$ cat config.mk
export PLATFORM = sky130hd
export DESIGN_NAME = mfp_output_mux
export DESIGN_NICKNAME = d
export VERILOG_FILES = /design/src/shared/mfp_pkg.sv /design/src/logic/bcd_match_reg.sv /design/src/logic/sqw_divider.sv /design/src/logic/mfp_output_mux.sv
export VERILOG_INCLUDE_DIRS = /design/src /design/src/shared
export SDC_FILE = /design/constraint.sdc
export NUM_CORES = 1
export LEC_CHECK = 0
export ABC_CLOCK_PERIOD_IN_PS = 7440
export BUFFER_PORTS_ARGS = -buffer_cell sky130_fd_sc_hd__buf_2
export CORE_AREA = 2 2 84 126
export DETAILED_ROUTE_END_ITERATION = 8
export DIE_AREA = 0 0 86 128
export HOLD_SLACK_MARGIN = 0.08
export SYNTH_ARGS = -nofsm -noshare
export SYNTH_HDL_FRONTEND = slang
export SYNTH_HIERARCHICAL = 1
export SYNTH_SLANG_ARGS = --single-unit
$ cat constraint.sdc
create_clock -name clk_sys_i -period 7.44 [get_ports clk_sys_i]
set_input_delay 1.488 -clock clk_sys_i [delete_from_list [all_inputs] [get_ports clk_sys_i]]
set_output_delay 1.488 -clock clk_sys_i [all_outputs]
set_load 0.05 [all_outputs]
$ cat src/shared/mfp_defines.svh
// Purpose: offsets, field positions, reset values and counts of the pin block
// Assumes: byte-wide register port with an 8-bit address
// Notes: definitions only
`ifndef MFP_DEFINES_SVH
`define MFP_DEFINES_SVH

// ==========================================================
// register offsets
`define MFP_ADDR_ALM0_DATE 8'h0E
`define MFP_ADDR_ALM0_MONTH 8'h0F
`define MFP_ADDR_ALM1_DATE 8'h15
`define MFP_ADDR_ALM1_MONTH 8'h16
`define MFP_ADDR_CONTROL 8'h07
`define MFP_ADDR_IRQ_STATUS 8'h20
`define MFP_ADDR_IRQ_CLEAR 8'h21
`define MFP_ADDR_IRQ_ENABLE 8'h22
`define MFP_ADDR_PIN_STATE 8'h23

// ==========================================================
// control fields
`define MFP_CTRL_OUT 7
`define MFP_CTRL_SQUARE_WAVE_ENABLE 6
`define MFP_CTRL_ALARM1_ENABLE 5
`define MFP_CTRL_ALARM0_ENABLE 4
`define MFP_CTRL_COARSE_TRIM_ENABLE 2
`define MFP_CTRL_FS_HI 1
`define MFP_CTRL_FS_LO 0

// ==========================================================
// match register layout and reset values
`define MFP_DATE_MASK 8'h3F
`define MFP_MONTH_MASK 8'h1F
`define MFP_DATE_RESET 8'h01
`define MFP_MONTH_RESET 8'h01
`define MFP_CTRL_RESET 8'h80

// ==========================================================
// interrupt status bits
`define MFP_IRQ_ALARM 0
`define MFP_IRQ_BK_ENTER 1
`define MFP_IRQ_BK_EXIT 2
`define MFP_IRQ_W 3

// ==========================================================
// half periods of the square wave, in oscillator edges
`define MFP_DIV_FS00 16'h8000
`define MFP_DIV_FS01 16'h0008
`define MFP_DIV_FS10 16'h0004
`define MFP_DIV_FS11 16'h0001
`define MFP_DIV_COARSE 16'h0200

`endif

$ cat src/shared/mfp_pkg.sv
// Purpose: types of the multi-function pin block
// Assumes: nothing
// Notes: all constants live in the defines header
package mfp_pkg;

    // ==========================================================
    // pin function
    typedef enum logic [1:0] {
        MODE_GP,
        MODE_ALARM,
        MODE_SQW
    } mode_t;

    // ==========================================================
    // module states
    typedef struct packed {
        logic [14:0] cnt;
        logic sqw;
    } div_state_t;

    typedef struct packed {
        logic [7:0] value;
    } match_state_t;

    typedef struct packed {
        logic [7:0] ctrl;
        logic [2:0] irq_status;
        logic [2:0] irq_enable;
        logic [7:0] rdata;
        logic backup_prev;
        logic alarm_prev;
        logic pin_release;
    } top_state_t;

endpackage : mfp_pkg

$ cat src/logic/bcd_match_reg.sv
// Purpose: one alarm compare register with unimplemented upper bits
// Assumes: write strobe is already decoded for this register
// Notes: bits outside the mask never store and read as zero
`include "mfp_defines.svh"
`timescale 1ns/1ps
`default_nettype none

module bcd_match_reg #(
    parameter logic [7:0] RESET_VALUE = 8'h01,
    parameter logic [7:0] WRITE_MASK = 8'hFF
) (
    // clock and reset
    input wire logic clk_sys_i,
    input wire logic reset_n_i,
    // write port
    input wire logic wr_en_i,
    input wire logic [7:0] wdata_i,
    // stored value
    output logic [7:0] value_o
);

    mfp_pkg::match_state_t q, d;

    always_comb begin
        d = q;
        if (wr_en_i) begin
            d.value = wdata_i & WRITE_MASK;
        end
    end

    always_ff @(posedge clk_sys_i) begin
        if (!reset_n_i) begin
            q <= '{value: RESET_VALUE & WRITE_MASK};
        end else begin
            q <= d;
        end
    end

    assign value_o = q.value;
endmodule : bcd_match_reg

`default_nettype wire

$ cat src/logic/sqw_divider.sv
// Purpose: square wave postscaler on the oscillator edge enable
// Assumes: osc_edge_i pulses once per edge of the 32.768 kHz clock
// Notes: output low and counter cleared while not running
`include "mfp_defines.svh"
`timescale 1ns/1ps
`default_nettype none

module sqw_divider #(
    parameter logic [15:0] ONE_HZ_HALF = `MFP_DIV_FS00
) (
    // clock and reset
    input wire logic clk_sys_i,
    input wire logic reset_n_i,
    // control
    input wire logic osc_edge_i,
    input wire logic run_i,
    input wire logic coarse_i,
    input wire logic [1:0] freq_sel_i,
    // square wave
    output logic sqw_o
);

    mfp_pkg::div_state_t q, d;
    logic [15:0] half;
    logic last;

    always_comb begin
        half = `MFP_DIV_COARSE;
        if (!coarse_i) begin
            unique case (freq_sel_i)
                2'b00: half = ONE_HZ_HALF;
                2'b01: half = `MFP_DIV_FS01;
                2'b10: half = `MFP_DIV_FS10;
                2'b11: half = `MFP_DIV_FS11;
            endcase
        end
        last = ({1'b0, q.cnt} + 16'h0001) >= half;
        d = q;
        if (!run_i) begin
            d = '0;
        end else if (osc_edge_i) begin
            d.cnt = last ? 15'h0000 : q.cnt + 15'h0001;
            d.sqw = last ? ~q.sqw : q.sqw;
        end
    end

    always_ff @(posedge clk_sys_i) begin
        if (!reset_n_i) begin
            q <= '0;
        end else begin
            q <= d;
        end
    end

    assign sqw_o = q.sqw;
endmodule : sqw_divider

`default_nettype wire

$ cat src/logic/mfp_output_mux.sv
// Purpose: alarm date/month compare registers and the multi-function pin mux
// Assumes: register port strobes are one cycle and never both at once
// Notes: pin level is registered, so it follows its cause by one cycle
//
// Contract
// - there is a date compare register for alarm 0 and one for alarm 1, at separate addresses.
// - there is a month compare register for alarm 0 and one for alarm 1, at separate addresses.
// - a date register keeps the tens digit in bits 5-4 and the ones digit in bits 3-0.
// - a month register keeps the tens digit in bit 4 and the ones digit in bits 3-0.
// - the unused top bits of date and month registers read back as zero.
// - square wave wins over alarms, alarms win over the general-purpose level.
// - on backup power only the alarm function may drive the pin.
// - the pin is only pulled low or released, and the far side supplies the pull-up.
// - the square wave divides the oscillator by 32768, 8, 4 or 1 per the select code.
// - with one alarm enabled the pin is its flag, inverted when polarity is low.
// - with both alarms enabled the pin is flag OR, or inverted flag AND at low polarity.
//
// Design decision made here: the address-and-strobe port.
`include "mfp_defines.svh"
`timescale 1ns/1ps
`default_nettype none

module mfp_output_mux #(
    parameter logic [15:0] ONE_HZ_HALF = `MFP_DIV_FS00
) (
    // clock and reset
    input wire logic clk_sys_i,
    input wire logic reset_n_i,
    // register port
    input wire logic [7:0] addr_i,
    input wire logic [7:0] wdata_i,
    input wire logic wr_i,
    input wire logic rd_i,
    output logic [7:0] rdata_o,
    // timekeeping side
    input wire logic osc_edge_i,
    input wire logic on_backup_i,
    input wire logic alarm0_flag_i,
    input wire logic alarm1_flag_i,
    input wire logic alarm_polarity_i,
    // compare values for the alarm matcher
    output logic [7:0] alarm0_date_o,
    output logic [7:0] alarm0_month_o,
    output logic [7:0] alarm1_date_o,
    output logic [7:0] alarm1_month_o,
    // multi-function pin, open drain
    input wire logic multi_function_pin_i,
    output logic multi_function_pin_o,
    output logic multi_function_pin_oe_n_o,
    // interrupt
    output logic irq_o
);

    mfp_pkg::top_state_t q, d;
    mfp_pkg::mode_t mode;
    logic square_wave_enable;
    logic alarm0_enable;
    logic alarm1_enable;
    logic coarse_trim_enable;
    logic gp_level;
    logic [1:0] square_wave_freq_select;
    logic sqw;
    logic alarm_level;
    logic alarm_asserted;
    logic level;
    logic [2:0] events;
    logic [7:0] read_mux;

    // the pin starts released, in line with the level bit resetting to one
    localparam mfp_pkg::top_state_t RESET_STATE = '{
        ctrl: `MFP_CTRL_RESET,
        pin_release: 1'b1,
        default: '0};

    // ==========================================================
    // alarm compare registers
    bcd_match_reg #(
        .RESET_VALUE(`MFP_DATE_RESET),
        .WRITE_MASK(`MFP_DATE_MASK)
    ) u_alm0_date (
        .clk_sys_i(clk_sys_i),
        .reset_n_i(reset_n_i),
        .wr_en_i(wr_i && addr_i == `MFP_ADDR_ALM0_DATE),
        .wdata_i(wdata_i),
        .value_o(alarm0_date_o)
    );
    bcd_match_reg #(
        .RESET_VALUE(`MFP_MONTH_RESET),
        .WRITE_MASK(`MFP_MONTH_MASK)
    ) u_alm0_month (
        .clk_sys_i(clk_sys_i),
        .reset_n_i(reset_n_i),
        .wr_en_i(wr_i && addr_i == `MFP_ADDR_ALM0_MONTH),
        .wdata_i(wdata_i),
        .value_o(alarm0_month_o)
    );
    bcd_match_reg #(
        .RESET_VALUE(`MFP_DATE_RESET),
        .WRITE_MASK(`MFP_DATE_MASK)
    ) u_alm1_date (
        .clk_sys_i(clk_sys_i),
        .reset_n_i(reset_n_i),
        .wr_en_i(wr_i && addr_i == `MFP_ADDR_ALM1_DATE),
        .wdata_i(wdata_i),
        .value_o(alarm1_date_o)
    );
    bcd_match_reg #(
        .RESET_VALUE(`MFP_MONTH_RESET),
        .WRITE_MASK(`MFP_MONTH_MASK)
    ) u_alm1_month (
        .clk_sys_i(clk_sys_i),
        .reset_n_i(reset_n_i),
        .wr_en_i(wr_i && addr_i == `MFP_ADDR_ALM1_MONTH),
        .wdata_i(wdata_i),
        .value_o(alarm1_month_o)
    );

    // ==========================================================
    // control fields
    assign gp_level = q.ctrl[`MFP_CTRL_OUT];
    assign square_wave_enable = q.ctrl[`MFP_CTRL_SQUARE_WAVE_ENABLE];
    assign alarm1_enable = q.ctrl[`MFP_CTRL_ALARM1_ENABLE];
    assign alarm0_enable = q.ctrl[`MFP_CTRL_ALARM0_ENABLE];
    assign coarse_trim_enable = q.ctrl[`MFP_CTRL_COARSE_TRIM_ENABLE];
    assign square_wave_freq_select = q.ctrl[`MFP_CTRL_FS_HI:`MFP_CTRL_FS_LO];

    // ==========================================================
    // square wave source; held in reset on backup to save power
    sqw_divider #(.ONE_HZ_HALF(ONE_HZ_HALF)) u_div (
        .clk_sys_i(clk_sys_i),
        .reset_n_i(reset_n_i),
        .osc_edge_i(osc_edge_i),
        .run_i(square_wave_enable && !on_backup_i),
        .coarse_i(coarse_trim_enable),
        .freq_sel_i(square_wave_freq_select),
        .sqw_o(sqw)
    );

    // ==========================================================
    // pin function and level
    always_comb begin
        if (square_wave_enable) begin
            mode = mfp_pkg::MODE_SQW;
        end else if (alarm0_enable || alarm1_enable) begin
            mode = mfp_pkg::MODE_ALARM;
        end else begin
            mode = mfp_pkg::MODE_GP;
        end

        if (alarm0_enable && alarm1_enable) begin
            alarm_level = alarm_polarity_i ? (alarm0_flag_i | alarm1_flag_i)
                                           : ~(alarm0_flag_i & alarm1_flag_i);
        end else if (alarm0_enable) begin
            alarm_level = alarm_polarity_i ? alarm0_flag_i : ~alarm0_flag_i;
        end else begin
            alarm_level = alarm_polarity_i ? alarm1_flag_i : ~alarm1_flag_i;
        end
        alarm_asserted = (mode == mfp_pkg::MODE_ALARM) && (alarm_level == alarm_polarity_i);

        unique case (mode)
            mfp_pkg::MODE_SQW: level = sqw;
            mfp_pkg::MODE_ALARM: level = alarm_level;
            mfp_pkg::MODE_GP: level = gp_level;
        endcase
        if (on_backup_i && mode != mfp_pkg::MODE_ALARM) begin
            level = 1'b1;
        end
    end

    // ==========================================================
    // register read mux
    always_comb begin
        unique case (addr_i)
            `MFP_ADDR_ALM0_DATE: read_mux = alarm0_date_o;
            `MFP_ADDR_ALM0_MONTH: read_mux = alarm0_month_o;
            `MFP_ADDR_ALM1_DATE: read_mux = alarm1_date_o;
            `MFP_ADDR_ALM1_MONTH: read_mux = alarm1_month_o;
            `MFP_ADDR_CONTROL: read_mux = q.ctrl;
            `MFP_ADDR_IRQ_STATUS: read_mux = {5'h00, q.irq_status};
            `MFP_ADDR_IRQ_ENABLE: read_mux = {5'h00, q.irq_enable};
            `MFP_ADDR_PIN_STATE: read_mux = {5'h00, 2'(mode), multi_function_pin_i};
            // the write-only clear register reads as zero
            default: read_mux = 8'h00;
        endcase
    end

    // ==========================================================
    // next state
    always_comb begin
        d = q;
        events = '0;
        events[`MFP_IRQ_ALARM] = alarm_asserted && !q.alarm_prev;
        events[`MFP_IRQ_BK_ENTER] = on_backup_i && !q.backup_prev;
        events[`MFP_IRQ_BK_EXIT] = !on_backup_i && q.backup_prev;
        // edge detectors reset to the idle level, so the only event that can follow reset is an enter, raised if on_backup_i is already high
        d.alarm_prev = alarm_asserted;
        d.backup_prev = on_backup_i;
        d.rdata = rd_i ? read_mux : 8'h00;
        if (wr_i && addr_i == `MFP_ADDR_CONTROL) begin
            d.ctrl = wdata_i;
        end
        if (wr_i && addr_i == `MFP_ADDR_IRQ_ENABLE) begin
            d.irq_enable = wdata_i[`MFP_IRQ_W-1:0];
        end
        // a new event beats a clear written in the same cycle
        d.irq_status = q.irq_status | events;
        if (wr_i && addr_i == `MFP_ADDR_IRQ_CLEAR) begin
            d.irq_status = (q.irq_status & ~wdata_i[`MFP_IRQ_W-1:0]) | events;
        end
        d.pin_release = level;
    end

    always_ff @(posedge clk_sys_i) begin
        if (!reset_n_i) begin
            q <= RESET_STATE;
        end else begin
            q <= d;
        end
    end

    // open drain: output value is always low, only the enable moves
    assign multi_function_pin_o = 1'b0;
    assign multi_function_pin_oe_n_o = q.pin_release;
    assign rdata_o = q.rdata;
    assign irq_o = |(q.irq_status & q.irq_enable);
endmodule : mfp_output_mux

`default_nettype wire

==> metrics.txt, run 1 <==
# TYPE chip_impl_metric gauge
chip_impl_info{name="outcome",value="complete, no violations"} 1
chip_impl_metric{name="tritoncts.num_buffers",unit=""} 9
chip_impl_metric{name="globalRoute.totalOverflow",unit=""} 0
chip_impl_metric{name="final_nets",unit=""} 509
chip_impl_metric{name="p_total",unit="mW"} 0.858
chip_impl_metric{name="timing_hold_violations_final",unit=""} 0
chip_impl_metric{name="layout.core_utilization",unit="%"} 43.1
chip_impl_metric{name="largest_net_degree_at_the_start_of_global_routing",unit=""} 39
chip_impl_info{name="ys_dominant_reg_cell",value="sky130_fd_sc_hd__dfxtp_1"} 1
chip_impl_metric{name="power.leakage",unit="nW"} 1.59
chip_impl_metric{name="fp.coreArea",unit="um2"} 9970
chip_impl_metric{name="number_of_maximum_capacitance_violations",unit=""} 0
chip_impl_metric{name="synthCells",unit=""} 450
chip_impl_info{name="min_path_type",value="reg -> reg"} 1
chip_impl_metric{name="diodes",unit=""} 0
chip_impl_metric{name="cts-resized-gates",unit=""} 0
chip_impl_info{name="critical_path.startpoint_type",value="flip-flop"} 1
chip_impl_metric{name="setup_tns_final",unit="ps"} 0
chip_impl_metric{name="numPlacedInstances",unit=""} 583
chip_impl_metric{name="detailedRoute.firstIterationViolations",unit=""} 111
chip_impl_metric{name="hpwlAfterDp",unit="um"} 7290
chip_impl_info{name="crit-reg2reg-launch",value="u_div/q[6]"} 1
chip_impl_metric{name="cts_buffer_depth",unit=""} 2
chip_impl_info{name="cp_top_family",value="simple AND/OR/NAND/NOR gates"} 1
chip_impl_info{name="clk_root_buffer_cell",value="sky130_fd_sc_hd__clkbuf_16"} 1
chip_impl_metric{name="postLayoutSetupSlackWorst",unit="ps"} 3850
chip_impl_metric{name="irDropWorstVdd",unit="V"} 0.000191
chip_impl_info{name="grt_setup_unrepaired",value="false"} 1
chip_impl_metric{name="path_clk_slew",unit="ps"} 60
chip_impl_info{name="critPathSlowestCell",value="sky130_fd_sc_hd__dfxtp_1"} 1
chip_impl_metric{name="syn_to_final_growth",unit="%"} 11.2
chip_impl_metric{name="dr_total_vias",unit=""} 3308
chip_impl_metric{name="worstSkewPairLatency",unit="ps"} 330
chip_impl_metric{name="ys_warn_count",unit=""} 6
chip_impl_metric{name="grt_pass1_wl",unit="um"} 16000
chip_impl_metric{name="final.period_utilization",unit="%"} 48.3
chip_impl_metric{name="design.portCount",unit=""} 69
chip_impl_info{name="timing.setup.critical_path_class",value="reg -> reg"} 1
chip_impl_metric{name="cellPowerDensity",unit="nW/um2"} 200
chip_impl_metric{name="timing.reg2reg.setup_slack",unit="ps"} 3850
chip_impl_metric{name="final-setup-viol-count",unit=""} 0
chip_impl_metric{name="rr_worst_depth",unit=""} 10
chip_impl_metric{name="achievable_clock_frequency",unit="MHz"} 279
chip_impl_metric{name="final_area",unit="um2"} 4300
chip_impl_info{name="most_frequent_cell_after_synthesis",value="sky130_fd_sc_hd__dfxtp_1"} 1
chip_impl_metric{name="die_area",unit="um2"} 11000
chip_impl_info{name="crit_path_end_kind",value="flip-flop"} 1
chip_impl_metric{name="detailed_place.area",unit="um2"} 3960
chip_impl_metric{name="routabilityCongestion",unit=""} 0.891
chip_impl_metric{name="grt_util_all_layers",unit="%"} 18.6
chip_impl_info{name="synth_area_leader_cell",value="sky130_fd_sc_hd__dfxtp_1"} 1
chip_impl_metric{name="die_height",unit="um"} 128
chip_impl_metric{name="fin_cells",unit=""} 599
chip_impl_metric{name="vias_per_cell",unit=""} 5.52
chip_impl_metric{name="port_buf_inserts",unit=""} 57
chip_impl_metric{name="worst-endpoint-required",unit="ps"} 7660
chip_impl_metric{name="detailedPlace.worstSlack",unit="ps"} 3780
chip_impl_metric{name="post_synth_instance_area",unit="um2"} 3860
chip_impl_metric{name="wl_per_cell",unit="um"} 16.5
chip_impl_metric{name="crit_fanout",unit=""} 13
chip_impl_metric{name="avgSynthCellArea",unit="um2"} 8.58
chip_impl_metric{name="critical-path-max-stage-delay",unit="ps"} 530
chip_impl_metric{name="hold_slack",unit="ps"} 424
chip_impl_metric{name="timing.clock.skew",unit="ps"} 9.12
chip_impl_metric{name="report.final.slew_viol_count",unit=""} 0
chip_impl_metric{name="placement_rows",unit=""} 45
chip_impl_metric{name="die_w",unit="um"} 86
chip_impl_metric{name="post_cts_setup_repair_bufs",unit=""} 0
chip_impl_metric{name="ys_types",unit=""} 68
chip_impl_metric{name="critPathArrivalTime",unit="ps"} 3810
chip_impl_metric{name="synth_seq_area_share",unit="%"} 32.7
chip_impl_metric{name="htree_num_levels",unit=""} 3
chip_impl_info{name="post_synth_most_frequent_cells",value="63 x sky130_fd_sc_hd__dfxtp_1, 37 x sky130_fd_sc_hd__nand2_1, 32 x sky130_fd_sc_hd__mux2i_1, 26 x sky130_fd_sc_hd__nor2b_1"} 1
chip_impl_metric{name="timing.critical_path.buf_inv",unit=""} 0
chip_impl_metric{name="finalWirelength",unit="um"} 9890
chip_impl_info{name="cts_tree",value="built"} 1
chip_impl_metric{name="max-slew-margin-rel",unit="%"} 37.6
chip_impl_metric{name="start_util",unit="%"} 38.8
chip_impl_metric{name="sinks_on_clock_net",unit=""} 63
chip_impl_metric{name="final.min_clock_period",unit="ps"} 3590
chip_impl_metric{name="first_pass_iters",unit=""} 4
chip_impl_metric{name="antenna_left",unit=""} 0
chip_impl_info{name="crit_chain",value="and3_2, nand4_1, or3_1, nor2_1, ha_1, or2_2, o41a_1, a32oi_2, nand3_1, o311ai_1"} 1
chip_impl_metric{name="post_route_cells_drive_above_1_share",unit="%"} 20.5
chip_impl_info{name="worstHoldStart",value="q[1]"} 1
chip_impl_metric{name="grt_pass1_vias",unit=""} 3204
chip_impl_metric{name="synth.top_cell.area_share",unit="%"} 32.7
chip_impl_info{name="rr_endpoint",value="u_div/q[7]"} 1
chip_impl_metric{name="tightestPinTransition",unit="ps"} 932
chip_impl_metric{name="synth.ff_latch_count",unit=""} 63
chip_impl_metric{name="grt_antenna_before_repair",unit=""} 0
chip_impl_info{name="hold_end",value="q[14]"} 1
chip_impl_metric{name="post_cts_hold_buffer_count",unit=""} 0
chip_impl_metric{name="number_of_enable_type_register_cells_in_the_synthesized_netlist",unit=""} 0
chip_impl_metric{name="synth_async_sr_flop_share",unit="%"} 0
chip_impl_metric{name="hold-path-cell-count",unit=""} 1
chip_impl_info{name="ranking_of_synthesized_cells_by_area",value="sky130_fd_sc_hd__dfxtp_1 33%, sky130_fd_sc_hd__mux2i_1 8.3%, sky130_fd_sc_hd__buf_4 4.3%"} 1
chip_impl_metric{name="drt_drc_violations_left",unit=""} 0
==> cells in the final DEF, fill, tap and decap left out, types with 3 or more instances in the layout <==
cell and count:
sky130_fd_sc_hd__or2_2 3, sky130_fd_sc_hd__and3_1 5, sky130_fd_sc_hd__a31o_1 3, sky130_fd_sc_hd__inv_1 11
sky130_fd_sc_hd__a22oi_1 5, sky130_fd_sc_hd__dfxtp_1 63, sky130_fd_sc_hd__a21oi_1 5, sky130_fd_sc_hd__nand2b_1 6
sky130_fd_sc_hd__nand3_1 20, sky130_fd_sc_hd__nor2_1 22, sky130_fd_sc_hd__mux2_2 5, sky130_fd_sc_hd__clkbuf_16 9
sky130_fd_sc_hd__a32o_1 3, sky130_fd_sc_hd__nand3b_1 10, sky130_fd_sc_hd__a21o_1 7, sky130_fd_sc_hd__conb_1 11
sky130_fd_sc_hd__xnor2_1 6, sky130_fd_sc_hd__nand4_1 12, sky130_fd_sc_hd__buf_2 57, sky130_fd_sc_hd__mux2i_1 32
sky130_fd_sc_hd__o21ai_0 21, sky130_fd_sc_hd__nor2b_1 26, sky130_fd_sc_hd__a21boi_0 3, sky130_fd_sc_hd__ha_1 6
sky130_fd_sc_hd__a211oi_1 15, sky130_fd_sc_hd__nor4_1 3, sky130_fd_sc_hd__or3_1 6, sky130_fd_sc_hd__nor3_1 21
sky130_fd_sc_hd__nand2_1 37
==> final cells by class <==
class | instances | area, um2
fillers | 991 | 5670
multi-input cells | 334 | 2220
flip-flops and latches | 63 | 1260
repair buffers | 58 | 293
clock buffers | 10 | 239
well taps | 117 | 146
clock inverters | 6 | 92.6
inverters | 11 | 41.3
==> worst max path at each step <==
stage	startpoint	to	slack (ps)	cells past startpoint
6_report	u_div/q[6]	u_div/q[7]	3850	10
5_1_grt	u_div/q[6]	u_div/q[14]	3650	10
3_5_place_dp	addr_i[3]	u_alm1_date/value_o[0]	3780	6
4_1_cts	u_div/q[6]	u_div/q[7]	3890	10
2_1_floorplan	u_div/q[7]	u_div/q[10]	4450	13
3_3_place_gp	addr_i[3]	u_alm1_date/value_o[0]	3810	6
==> power breakdown <==
group / leakage (nW) / switching, mW / internal [mW]
clock: 0.155 / 0.160 / 0.304
combinational: 0.922 / 0.0388 / 0.0156
sequential: 0.508 / 0.000985 / 0.339
total: 1.59 / 0.200 / 0.658
==> state kept, by name (all words and copies together), names as in the netlist <==
name                       count
gp_level                       1
coarse_trim_enable             1
alarm1_enable                  1
alarm0_enable                  1
u_alm1_date/value_o            6
u_alm0_date/value_o            6
u_div/sqw_o                    1
multi_function_pin_oe_n_o      1
u_alm1_month/value_o           5
u_div/q                       15
u_alm0_month/value_o           5
rdata_o                        8
q                             12
==> worst register-to-register path, delay by kind of cell (launching register included) <==
kind	cells	cell delay [ps]
adder cells (fa/ha/maj)	1	250
AND/OR/NAND/NOR	6	1950
AO/OA/AOI/OAI	3	750
flip-flops	1	530
==> metal layers <==
layer  track usage, %  vias up  share of wire, %
met5                0        -                 0
met3             3.61       14               4.2
li1                 -     1644                 -
met2             32.8       96                54
met1             21.2     1554                40
met4             9.24        0               1.9
==> cells by family (layout without fill, tap and decap cells) <==
kind of cell             Yosys count  count (layout)  synth area share (%)
other                              5              11                 0.486
flip-flops                        63              63                  32.7
XOR/XNOR                           6               6                  1.36
buffers and inverters             59              85                  10.4
AND/OR/NAND/NOR                  188             188                  27.0
multiplexers                      37              37                  9.75
adder cells (fa/ha/maj)            6               6                  1.94
AO/OA/AOI/OAI                     86              86                  16.5
Note: power is estimated with default switching activity, not from simulation.
==> run 2: changes to the inputs <==
--- a/config.mk
+++ b/config.mk
@@ -6,7 +6,7 @@
 export SDC_FILE = /design/constraint.sdc
 export NUM_CORES = 1
 export LEC_CHECK = 0
-export ABC_CLOCK_PERIOD_IN_PS = 7440
+export ABC_CLOCK_PERIOD_IN_PS = 3000
 export BUFFER_PORTS_ARGS = -buffer_cell sky130_fd_sc_hd__buf_2
 export CORE_AREA = 2 2 84 126
 export DETAILED_ROUTE_END_ITERATION = 8
==> constraint.sdc (replaced) <==
create_clock -name clk_sys_i -period 3 [get_ports clk_sys_i]
set_input_delay 0.6 -clock clk_sys_i [delete_from_list [all_inputs] [get_ports clk_sys_i]]
set_output_delay 0.6 -clock clk_sys_i [all_outputs]
set_load 0.05 [all_outputs]
==> metrics.txt, run 2 (synthesis results as in run 1) <==
# TYPE chip_impl_metric gauge
chip_impl_metric{name="hold-path-cell-count",unit=""} 1
chip_impl_metric{name="cts_buffer_depth",unit=""} 2
chip_impl_info{name="layout.cells.most_common_list",value="63 x sky130_fd_sc_hd__dfxtp_1, 57 x sky130_fd_sc_hd__buf_2, 37 x sky130_fd_sc_hd__nand2_1, 32 x sky130_fd_sc_hd__mux2i_1, 26 x sky130_fd_sc_hd__nor2b_1"} 1
chip_impl_info{name="crit_chain",value="and3_4, nand4_1, or3_4, nor2_1, ha_1, or2_2, o41a_1, a32oi_2, and2_4, nand4_1, o311ai_2"} 1
chip_impl_metric{name="grt_util_all_layers",unit="%"} 19.7
chip_impl_metric{name="vias_per_cell",unit=""} 5.58
chip_impl_metric{name="max-slew-margin-rel",unit="%"} 59.5
chip_impl_info{name="min_path_type",value="reg -> reg"} 1
chip_impl_metric{name="start_util",unit="%"} 38.8
chip_impl_metric{name="detailedPlace.worstSlack",unit="ps"} 181
chip_impl_metric{name="final_nets",unit=""} 530
chip_impl_info{name="crit-reg2reg-launch",value="u_div/q[5]"} 1
chip_impl_metric{name="htree_num_levels",unit=""} 3
chip_impl_metric{name="grt_pass1_vias",unit=""} 3386
chip_impl_metric{name="layout.core_utilization",unit="%"} 44.9
chip_impl_metric{name="antenna_left",unit=""} 0
chip_impl_info{name="crit_path_end_kind",value="flip-flop"} 1
chip_impl_info{name="clk_root_buffer_cell",value="sky130_fd_sc_hd__clkbuf_16"} 1
chip_impl_metric{name="sinks_on_clock_net",unit=""} 63
chip_impl_metric{name="drt_drc_violations_left",unit=""} 0
chip_impl_metric{name="tritoncts.num_buffers",unit=""} 9
chip_impl_metric{name="die_w",unit="um"} 86
chip_impl_metric{name="cellPowerDensity",unit="nW/um2"} 474
chip_impl_metric{name="die_area",unit="um2"} 11000
chip_impl_metric{name="finalWirelength",unit="um"} 10500
chip_impl_metric{name="grt_pass1_wl",unit="um"} 16900
chip_impl_metric{name="fp.coreArea",unit="um2"} 9970
chip_impl_metric{name="post_route_cells_drive_above_1_share",unit="%"} 24.3
chip_impl_metric{name="die_height",unit="um"} 128
chip_impl_metric{name="wl_per_cell",unit="um"} 17.0
chip_impl_metric{name="timing_hold_violations_final",unit=""} 0
chip_impl_metric{name="achievable_clock_frequency",unit="MHz"} 356
chip_impl_metric{name="dr_total_vias",unit=""} 3465
chip_impl_metric{name="design.portCount",unit=""} 69
chip_impl_metric{name="final.min_clock_period",unit="ps"} 2810
chip_impl_metric{name="placement_rows",unit=""} 45
chip_impl_info{name="grt_setup_unrepaired",value="false"} 1
chip_impl_metric{name="final-setup-viol-count",unit=""} 0
chip_impl_metric{name="number_of_maximum_capacitance_violations",unit=""} 0
chip_impl_metric{name="postLayoutSetupSlackWorst",unit="ps"} 188
chip_impl_metric{name="path_depth",unit=""} 11
chip_impl_metric{name="final.period_utilization",unit="%"} 93.7
chip_impl_metric{name="worst-endpoint-required",unit="ps"} 3240
chip_impl_metric{name="first_pass_iters",unit=""} 4
chip_impl_metric{name="largest_reg_flops",unit=""} 15
chip_impl_info{name="cts_tree",value="built"} 1
chip_impl_metric{name="critical-path-max-stage-delay",unit="ps"} 430
chip_impl_metric{name="path_clk_slew",unit="ps"} 50
chip_impl_info{name="critical_path.startpoint_type",value="flip-flop"} 1
chip_impl_info{name="critPathMostFrequentCell",value="sky130_fd_sc_hd__nand4_1"} 1
chip_impl_metric{name="timing.clock.skew",unit="ps"} 2.74
chip_impl_info{name="regMostFlops",value="u_div/q"} 1
chip_impl_metric{name="port_buf_inserts",unit=""} 57
chip_impl_metric{name="timing.reg2reg.setup_slack",unit="ps"} 190
chip_impl_metric{name="detailedRoute.firstIterationViolations",unit=""} 133
chip_impl_metric{name="setup_tns_final",unit="ps"} 0
chip_impl_info{name="cp_top_family",value="simple AND/OR/NAND/NOR gates"} 1
chip_impl_metric{name="routabilityCongestion",unit=""} 0.910
chip_impl_metric{name="crit_fanout",unit=""} 11
chip_impl_metric{name="critPathArrivalTime",unit="ps"} 3050
chip_impl_metric{name="rr_worst_depth",unit=""} 11
chip_impl_metric{name="globalRoute.totalOverflow",unit=""} 0
chip_impl_metric{name="largest_net_degree_at_the_start_of_global_routing",unit=""} 45
chip_impl_info{name="layout.cells.most_common",value="sky130_fd_sc_hd__dfxtp_1"} 1
chip_impl_metric{name="power.leakage",unit="nW"} 1.70
chip_impl_metric{name="syn_to_final_growth",unit="%"} 15.9
chip_impl_metric{name="worstSkewPairLatency",unit="ps"} 330
chip_impl_info{name="worstHoldStart",value="q[1]"} 1
chip_impl_metric{name="grt_antenna_before_repair",unit=""} 1
chip_impl_metric{name="report.final.slew_viol_count",unit=""} 0
chip_impl_info{name="timing.setup.critical_path_class",value="reg -> reg"} 1
chip_impl_metric{name="timing.critical_path.buf_inv",unit=""} 0
chip_impl_info{name="outcome",value="complete, no violations"} 1
chip_impl_metric{name="hpwlAfterDp",unit="um"} 7760
chip_impl_metric{name="fillerInstances",unit=""} 994
chip_impl_metric{name="tightestPinTransition",unit="ps"} 603
chip_impl_metric{name="irDropWorstVdd",unit="V"} 0.000340
chip_impl_info{name="critPathSlowestCell",value="sky130_fd_sc_hd__or3_4"} 1
chip_impl_info{name="critical_path.startpoint",value="u_div/q[5]"} 1
run 2: cell types whose count changed in the layout (fill, tap and decap cells not counted), moves of 2 or more:
cell / change
sky130_fd_sc_hd__buf_4: +21
sky130_fd_sc_hd__clkinvlp_4: -2
sky130_fd_sc_hd__clkbuf_1: +2
sky130_fd_sc_hd__o311ai_2: +2
sky130_fd_sc_hd__o311ai_1: -2
run 2: area by class of cell:
class | instances | area, um2 | area share (%)
timing repair buffer | 79 | 450 | 10.1
multi-input combinational | 334 | 2250 | 50.3
inverter | 11 | 41.3 | 0.922
clock buffer | 13 | 260 | 5.81
tap | 117 | 146 | 3.27
sequential | 63 | 1260 | 28.2
clock inverter | 3 | 65.1 | 1.45
antenna | 1 | 2.50 | 0.0559
run 2: timing repair:
action | in CTS | in global routing
endpoints found under the hold margin | 0 | 0
buffers inserted | 0 | 1
gates resized for setup | 0 | 6
setup endpoints to repair | 0 | 9
hold buffers | 0 | 0
run 2: through the flow:
stage / hold slack [ps] / std cells / area, um2 / power, mW
5_1_grt: 446 / 620 / 4480 / 2.19
3_5_place_dp: 428 / 603 / 4110 / 0.995
2_1_floorplan: 402 / 456 / 3880 / 0.963
4_1_cts: 432 / 619 / 4440 / 2.14
3_3_place_gp: 415 / 603 / 4110 / 0.994
6_report: 430 / 621 / 4480 / 2.12
run 2: routing by layer:
layer	vias up	GRT usage (%)	wire length, um
met5	-	0	0
li1	1701	-	-
met2	97	35.4	5690
met3	18	3.80	506
met4	0	10.1	295
met1	1649	21.6	4050
run 2: where the power goes:
part / switching, mW / leakage [nW] / total, mW / internal [mW]
Combinational: 0.0973 / 1.03 / 0.137 / 0.0392
Clock: 0.373 / 0.160 / 1.14 / 0.771
Sequential: 0.00214 / 0.508 / 0.843 / 0.840
Total: 0.472 / 1.70 / 2.12 / 1.65
run 2: path summary, 6_finish.rpt:
kind | end
worst max-delay path | u_div/q[14]
worst min-delay path | q[14]
worst max register to register | u_div/q[14]
worst min register to register | q[14]
